File: src/rtl/pao_defs.vh
// constants for the pipelined converter output port
`ifndef PAO_DEFS_VH
`define PAO_DEFS_VH
`define PAO_WIDTH        14
`define PAO_LATENCY      10
`define PAO_MIDSCALE     14'h2000
`define PAO_MSB_POS      13
`define PAO_LSB_POS      0
`define PAO_RESET_WORD   14'h0000
`endif

File: src/rtl/pao_port.v
// digital output side of a pipelined 14-bit sampling converter
// Function
// - each convert clock rising edge outside sleep starts sample
// - result appears ten convert cycles later
// - one 14-bit word, offset or twos complement
// - select high gives twos complement coding
// - enable high floats data outputs
// - sleep request high powers converter down
// - valid strobe marks valid output word
// - first line msb, last line lsb
// - complementary input inverts code orientation
// - unconnected control inputs read low
`timescale 1ns/1ps
`default_nettype none
`include "pao_defs.vh"
module pao_port (
  // clock and reset
  input  wire        i_clock,
  input  wire        i_rst,
  // convert clock pin and digitised sample (signed, true minus complement)
  input  wire        i_convert_clock,
  input  wire [13:0] i_sample_true,
  input  wire [13:0] i_sample_comp,
  input  wire        i_invert_input,
  // static control pins
  input  wire        i_twos_comp_select,
  input  wire        i_out_enable_n,
  input  wire        i_sleep_request,
  // parallel output word
  output reg  [13:0] o_data,
  output reg  [13:0] o_data_oe,
  output reg         o_sample_valid_strobe,
  output reg         o_powered_down
);

  // convert clock synchroniser and edge history
  reg                    cclk_s1_q;
  reg                    cclk_s2_q;
  reg                    cclk_prev_q;
  // control pin synchronisers
  reg                    sel_s1_q;
  reg                    sel_s2_q;
  reg                    oe_s1_q;
  reg                    oe_s2_q;
  reg                    pd_s1_q;
  reg                    pd_s2_q;
  // sample pipeline and its valid marks
  reg [13:0]             pipe_q [0:`PAO_LATENCY-1];
  reg [`PAO_LATENCY-1:0] vpipe_q;
  reg [`PAO_LATENCY-1:0] vpipe_d;
  // next values of the output flops
  reg [13:0]             code_d;
  reg [13:0]             data_d;
  reg [13:0]             data_oe_d;
  reg                    strobe_d;
  reg                    powered_down_d;
  // edge detection and input differences
  wire                   start_edge;
  wire                   advance;
  wire [13:0]            diff_true;
  wire [13:0]            diff_comp;
  integer                k;

  // code from signed difference; msb inversion yields offset binary
  function [13:0] pao_code;
    input [13:0] diff;
    input        twos;
    begin
      pao_code = twos ? diff : (diff ^ `PAO_MIDSCALE);
    end
  endfunction

  // enable word for the data lines; high request floats them
  function [13:0] pao_oe_word;
    input float_req;
    begin
      pao_oe_word = float_req ? 14'h0000 : 14'h3fff;
    end
  endfunction

  assign diff_true  = i_sample_true - i_sample_comp;
  assign diff_comp  = i_sample_comp - i_sample_true;
  assign start_edge = cclk_s2_q & ~cclk_prev_q;
  assign advance    = start_edge & ~pd_s2_q;

  // convert clock pin: two sync flops, then the edge history flop
  always @(posedge i_clock) begin
    if (i_rst) begin
      cclk_s1_q   <= 1'b0;
      cclk_s2_q   <= 1'b0;
      cclk_prev_q <= 1'b0;
    end else begin
      cclk_s1_q   <= i_convert_clock;
      cclk_s2_q   <= cclk_s1_q;
      cclk_prev_q <= cclk_s2_q;
    end
  end

  // coding select pin; reset low as with its pull-down
  always @(posedge i_clock) begin
    if (i_rst) begin
      sel_s1_q <= 1'b0;
      sel_s2_q <= 1'b0;
    end else begin
      sel_s1_q <= i_twos_comp_select;
      sel_s2_q <= sel_s1_q;
    end
  end

  // output enable pin; reset low as with its pull-down
  always @(posedge i_clock) begin
    if (i_rst) begin
      oe_s1_q <= 1'b0;
      oe_s2_q <= 1'b0;
    end else begin
      oe_s1_q <= i_out_enable_n;
      oe_s2_q <= oe_s1_q;
    end
  end

  // sleep request pin; reset low as with its pull-down
  always @(posedge i_clock) begin
    if (i_rst) begin
      pd_s1_q <= 1'b0;
      pd_s2_q <= 1'b0;
    end else begin
      pd_s1_q <= i_sleep_request;
      pd_s2_q <= pd_s1_q;
    end
  end

  // code of the current input, orientation set by the input in use
  always @* begin
    if (i_invert_input) begin
      code_d = pao_code(diff_comp, sel_s2_q);
    end else begin
      code_d = pao_code(diff_true, sel_s2_q);
    end
  end

  // valid marks: cleared while asleep, shifted on each taken edge
  always @* begin
    if (pd_s2_q) begin
      vpipe_d = {`PAO_LATENCY{1'b0}};
    end else if (advance) begin
      vpipe_d = {vpipe_q[`PAO_LATENCY-2:0], 1'b1};
    end else begin
      vpipe_d = vpipe_q;
    end
  end

  always @(posedge i_clock) begin
    if (i_rst) begin
      vpipe_q <= {`PAO_LATENCY{1'b0}};
    end else begin
      vpipe_q <= vpipe_d;
    end
  end

  // sample words, one stage per taken edge
  always @(posedge i_clock) begin
    if (i_rst) begin
      for (k = 0; k < `PAO_LATENCY; k = k + 1) begin
        pipe_q[k] <= `PAO_RESET_WORD;
      end
    end else if (advance) begin
      pipe_q[0] <= code_d;
      for (k = 1; k < `PAO_LATENCY; k = k + 1) begin
        pipe_q[k] <= pipe_q[k-1];
      end
    end
  end

  // next output values; word loads and strobe pulses only on a taken edge
  always @* begin
    data_d         = o_data;
    strobe_d       = 1'b0;
    data_oe_d      = pao_oe_word(oe_s2_q);
    powered_down_d = pd_s2_q;
    if (advance) begin
      // word started ten edges ago leaves now
      data_d   = pipe_q[`PAO_LATENCY-1];
      strobe_d = vpipe_q[`PAO_LATENCY-1];
    end
  end

  // output flops; lines float during reset
  always @(posedge i_clock) begin
    if (i_rst) begin
      o_data                <= `PAO_RESET_WORD;
      o_data_oe             <= pao_oe_word(1'b1);
      o_sample_valid_strobe <= 1'b0;
      o_powered_down        <= 1'b0;
    end else begin
      o_data                <= data_d;
      o_data_oe             <= data_oe_d;
      o_sample_valid_strobe <= strobe_d;
      o_powered_down        <= powered_down_d;
    end
  end

endmodule // pao_port
`default_nettype wire

File: config.mk
export PLATFORM = sky130hd
export DESIGN_NAME = pao_port
export DESIGN_NICKNAME = d
export VERILOG_FILES = /design/src/rtl/pao_port.v
export VERILOG_INCLUDE_DIRS = /design/src /design/src/rtl
export SDC_FILE = /design/constraint.sdc
export NUM_CORES = 1
export LEC_CHECK = 0
export ABC_AREA = 0
export BUFFER_PORTS_ARGS = -buffer_cell sky130_fd_sc_hd__clkbuf_2
export CAP_MARGIN = 10
export CORE_MARGIN = 5
export CORE_UTILIZATION = 45
export DETAILED_ROUTE_END_ITERATION = 10
export HOLD_SLACK_MARGIN = 0.06
export PLACE_DENSITY = 0.69
export SLEW_MARGIN = 0
export SYNTH_ARGS = -nofsm -noshare
export SYNTH_HDL_FRONTEND = slang
export SYNTH_SLANG_ARGS = --single-unit
File: constraint.sdc
create_clock -name i_clock -period 5.1 [get_ports i_clock]
set_input_delay 0.255 -clock i_clock [delete_from_list [all_inputs] [get_ports i_clock]]
set_output_delay 0.255 -clock i_clock [all_outputs]
set_load 0.005 [all_outputs]
After elaboration in Yosys (flattened, before gate mapping)
Memories as Yosys holds them, arrays and structs flattened. A register that Yosys moved wholly into a read port is not among the register bits.
Index checks and enable logic that the tools add are counted.
{"block": "totals", "ff_bits": 35, "mem_bits_rw": 140, "output_inout_bits": 30, "elab_cells": 54, "mem_count": 1}
{"block": "classes", "n_addsub": 2, "n_mux": 19, "n_bitwise": 17, "n_reduce_logical": 2}
{"name": "pipe_q", "depth": 10, "word_bits": 14, "rd": 10, "rd_ports_with_merged_regs": 1, "wr": 10, "line_no": "pao_port.v:48", "text": "reg [13:0] pipe_q [0:`PAO_LATENCY-1];"}
{"operator": "$mux 14", "count": 14}
{"operator": "$sub 14x14->14", "count": 2}
{"operator": "$or 1x1->1", "count": 10}
{"operator": "$mux 1", "count": 5}
{"operator": "$not 1->1", "count": 5}
{"operator": "$reduce_or 2->1", "count": 2}
{"operator": "$and 1x1->1", "count": 2}

Depth between registers and ports, before layout
{"block": "logic_depth", "depth_word": 7, "ltp_mapped": 8}

Worst setup path before layout
No wires, ideal clock.
{"block": "synth_path", "path_type": "in2reg", "from": "input port i_rst", "to": "memory pipe_q[0][0] (enable)", "arrival_time_ns": 4.198, "required_ns": 4.576, "path_slack_ns": 0.378, "cell_stages": 3, "cell_sequence": "clkbuf_1 clkbuf_1 nand2b_1"}
{"element": "from (decl)", "line_no": "pao_port.v:19", "text": "input wire i_rst,"}
{"element": "to (decl)", "line_no": "pao_port.v:48"}

==> flow_summary.yaml <==
run_status:
  outcome: "finished clean"
yosys:
  yosysSeqAreaShare: 0.649
  synth.ff_latch_count: 176
  synth_xor_area_frac: 0.00923
  synth_top_family_by_area: "simple AND/OR/NAND/NOR gates"
  ys_top_cells_by_area: "edfxtp_1 55%, and2_1 11%, dfxtp_1 9.5%"
  synthFlopType: "edfxtp_1"
  yosysTopAreaCellShare: 0.554
  synth.avg_cell_area_um2: 12.7
  syn_inst: 598
  yosysTopAreaCell: "edfxtp_1"
  synth-simple-area-share: 0.175
  synth.most_common_cell: "edfxtp_1"
  synth_fa_ha_area_frac: 0.0482
  synth_cell_types: 52
  syn_area_um2: 7590
  netlist_top_cells_count: "140 x edfxtp_1, 129 x and2_1, 60 x nand2_1"
  synth_mux_area_frac: 0.0110
  synth_compound_area_frac: 0.0592
  syn_nets: 661
  yosys_warnings: 0
  async_flop_share: 0
  synth_edf_count: 140
cts:
  clock_latency_ns: 0.42
  h-tree-depth: 4
  cts_tree: "built"
  cts.sinks: 176
  cts-root-buf: "clkbuf_16"
  clkTransAtPathRegs_ns: 0.07
  post_cts_buffers: 0
  cts_resized: 0
  cts_buffers: 17
  cts_buffer_depth: 2
  cts_hold_buf: 4
worst_hold_path:
  hold_path_class: "in2reg"
  min_path_cells: 3
setup_path:
  worstSetupPathType: "reg2reg"
  cpMostUsedCell: "buf_4"
  cp.arrival_ns: 2.92
  endpoint: "pipe_q[1][1]$_SDFFCE_PN0P_"
  reg2reg_depth: 5
  r2r-end: "pipe_q[1][1]$_SDFFCE_PN0P_"
  worstPathRequired_ns: 5.38
  cp_max_fo: 69
  slowest_delay_ns: 0.82
  critPathLaunch: "pd_s2_q$_SDFF_PP0_"
  worst_setup_path_end_kind: "register"
  critical_path_buf_inv_count: 2
  slowest_stage: "nor2_4"
  crit_path_cell_trace: "or3b_1 > buf_4 > nor2_4 > buf_4 > and2_1"
  critPathLaunchType: "register"
  regToRegSetupSlack_ns: 2.46
  reg2reg_from: "pd_s2_q$_SDFF_PP0_"
  cp_num_cells: 5
  cp_top_family: "simple AND/OR/NAND/NOR gates"
timing:
  hold-worst-slack_ns: 0.251
  hold_violations: 0
  setup_viol: 0
  slew_viol_final: 0
  min_period_ns: 2.64
  finalSetupTns_ns: 0
  worstMarginPinSlew_ns: 1.05
  max_freq_ghz: 0.379
  period_share: 0.517
  skew_ns: 0.00808
  grt_setup_unrepaired: "no"
  slew_headroom: 0.297
power:
  p_int_uw: 2410
  p_sw_frac: 0.215
  power_frac_seq: 0.531
  power_frac_clock: 0.401
  combPwrFrac: 0.068
  leakage_uw: 0.00348
  power_density_nw_per_um2: 357
  p_switching_uw: 658
  irDropWorstVdd_mv: 0.199
global_route:
  grt_pass1_wl_um: 18400
  gr-usage-all-layers: 0.115
  antenna_found_initial: 0
  grt_pass1_vias: 4227
  grt_overflow_total: 0
  grt_start_max_net_pins: 81
layout:
  regMostFlops: "pipe_q"
  multi_input_area_um2: 2310
  regArea_um2: 4920
  largest_reg_flops: 140
  final_nets: 711
  final_layout_size_suffix_gt1_frac: 0.180
  top_regs: "pipe_q: 140 flops, o_data: 14 flops, vpipe_q: 10 flops"
  syn_to_final_growth_pct: 13.4
  n_fill_cell: 1424
  antenna_cells: 0
floorplanning:
  die_area_um2: 19600
  start_util: 0.458
  io_pins: 65
  die_w_um: 140
  core_um2: 16600
  fp-row-count: 47
  die_h_um: 140
placement:
  portBuffers: 64
  hpwl_um: 7050
  gp_congestion: 0.810
drt:
  wire_per_inst_um: 12.4
  drt_first_pass_iters: 4
  via_count: 4260
  drc: 0
  finalWirelength_um: 10900
  drt-initial-drc-count: 218
  viasPerCell: 4.84
  ant_nets: 0
run:
  cap_violations: 0
-- kinds of logic (layout without fill, tap and decap cells) --
kind of cell | count (synthesis) | after routing
AO/OA/AOI/OAI | 67 | 67
XOR/XNOR | 8 | 8
adder cells (fa/ha/maj) | 28 | 28
buffers and inverters | 73 | 136
flip-flops | 176 | 176
multiplexers | 7 | 7
AND/OR/NAND/NOR | 239 | 239
-- placed cells by master (no fill, tap or decap), types with 3 or more instances in the layout --
| master | count |
|---|---|
| a31oi_1 | 3 |
| a211oi_1 | 7 |
| and2_1 | 129 |
| nand2_1 | 60 |
| dfxtp_1 | 36 |
| edfxtp_1 | 140 |
| o21ai_1 | 3 |
| xor2_1 | 3 |
| o21a_1 | 3 |
| nor2_1 | 11 |
| clkbuf_2 | 64 |
| a21oi_1 | 31 |
| dlygate4sd3_1 | 4 |
| ha_1 | 26 |
| inv_6 | 3 |
| a21o_1 | 5 |
| inv_1 | 31 |
| mux2_2 | 3 |
| clkbuf_16 | 19 |
| buf_4 | 5 |
| nand3_1 | 6 |
| xnor2_1 | 5 |
| nor3_1 | 5 |
| nor2b_1 | 12 |
-- metal layers --
layer  share of wire  wire (um)  up-vias  track usage
li1                -          -     2132            -
met4           0.016        171        0       0.0449
met2            0.52       5670       88        0.205
met5               0          0        -            0
met3           0.046        497       20       0.0391
met1            0.42       4560     2020        0.125
-- tightest hold or removal path: cells and delay by family --
family	cells	cell delay [ns]
adders and majority gates	1	0.12
buffers and inverters	1	0.09
and+or+nand+nor	1	0.04
-- power by group through the flow --
stage / Combinational [uW] / Sequential, uW / Clock (uW)
CTS: 211 / 1630 / 1260
global route: 233 / 1640 / 1320
global placement: 201 / 1660 / 0
detailed placement: 207 / 1660 / 0
floorplan: 158 / 1670 / 0
finish: 208 / 1630 / 1230
-- worst min-delay path by stage --
| stage | endpoint | slack (ns) | start |
|---|---|---|---|
| after floorplan | o_data_oe[12]$_SDFF_PP0_ | 0.37 | oe_s2_q$_SDFF_PP0_ |
| after detailed placement | o_data_oe[12]$_SDFF_PP0_ | 0.38 | oe_s2_q$_SDFF_PP0_ |
| final | pipe_q[0][0]$_SDFFCE_PN0P_ | 0.25 | i_sample_comp[0] |
| after global placement | o_data_oe[12]$_SDFF_PP0_ | 0.37 | oe_s2_q$_SDFF_PP0_ |
| after CTS | pipe_q[0][0]$_SDFFCE_PN0P_ | 0.24 | i_sample_comp[0] |
| after global routing | pipe_q[0][0]$_SDFFCE_PN0P_ | 0.25 | i_sample_comp[0] |
-- through the flow --
stage	power [uW]	utilization	worst slack (ns)	area, um^2	std cells
after floorplan	1820	-	0.378	7590	598
after CTS	3100	0.519	2.39	8600	881
after global routing	3190	0.519	2.16	8600	881
after detailed placement	1870	0.482	2.41	7990	845
final	3070	0.519	2.46	8600	881
after global placement	1860	0.482	2.54	7990	845
-- final cells by class --
| type | count | area share |
|---|---|---|
| flip-flops and latches | 176 | 0.572 |
| well taps | 220 | 0.0320 |
| repair buffers | 73 | 0.0462 |
| clock inverters | 9 | 0.00771 |
| multi-input cells | 349 | 0.269 |
| clock buffers | 23 | 0.0593 |
| inverters | 31 | 0.0135 |
No activity file was read; power rests on OpenSTA's default activity.
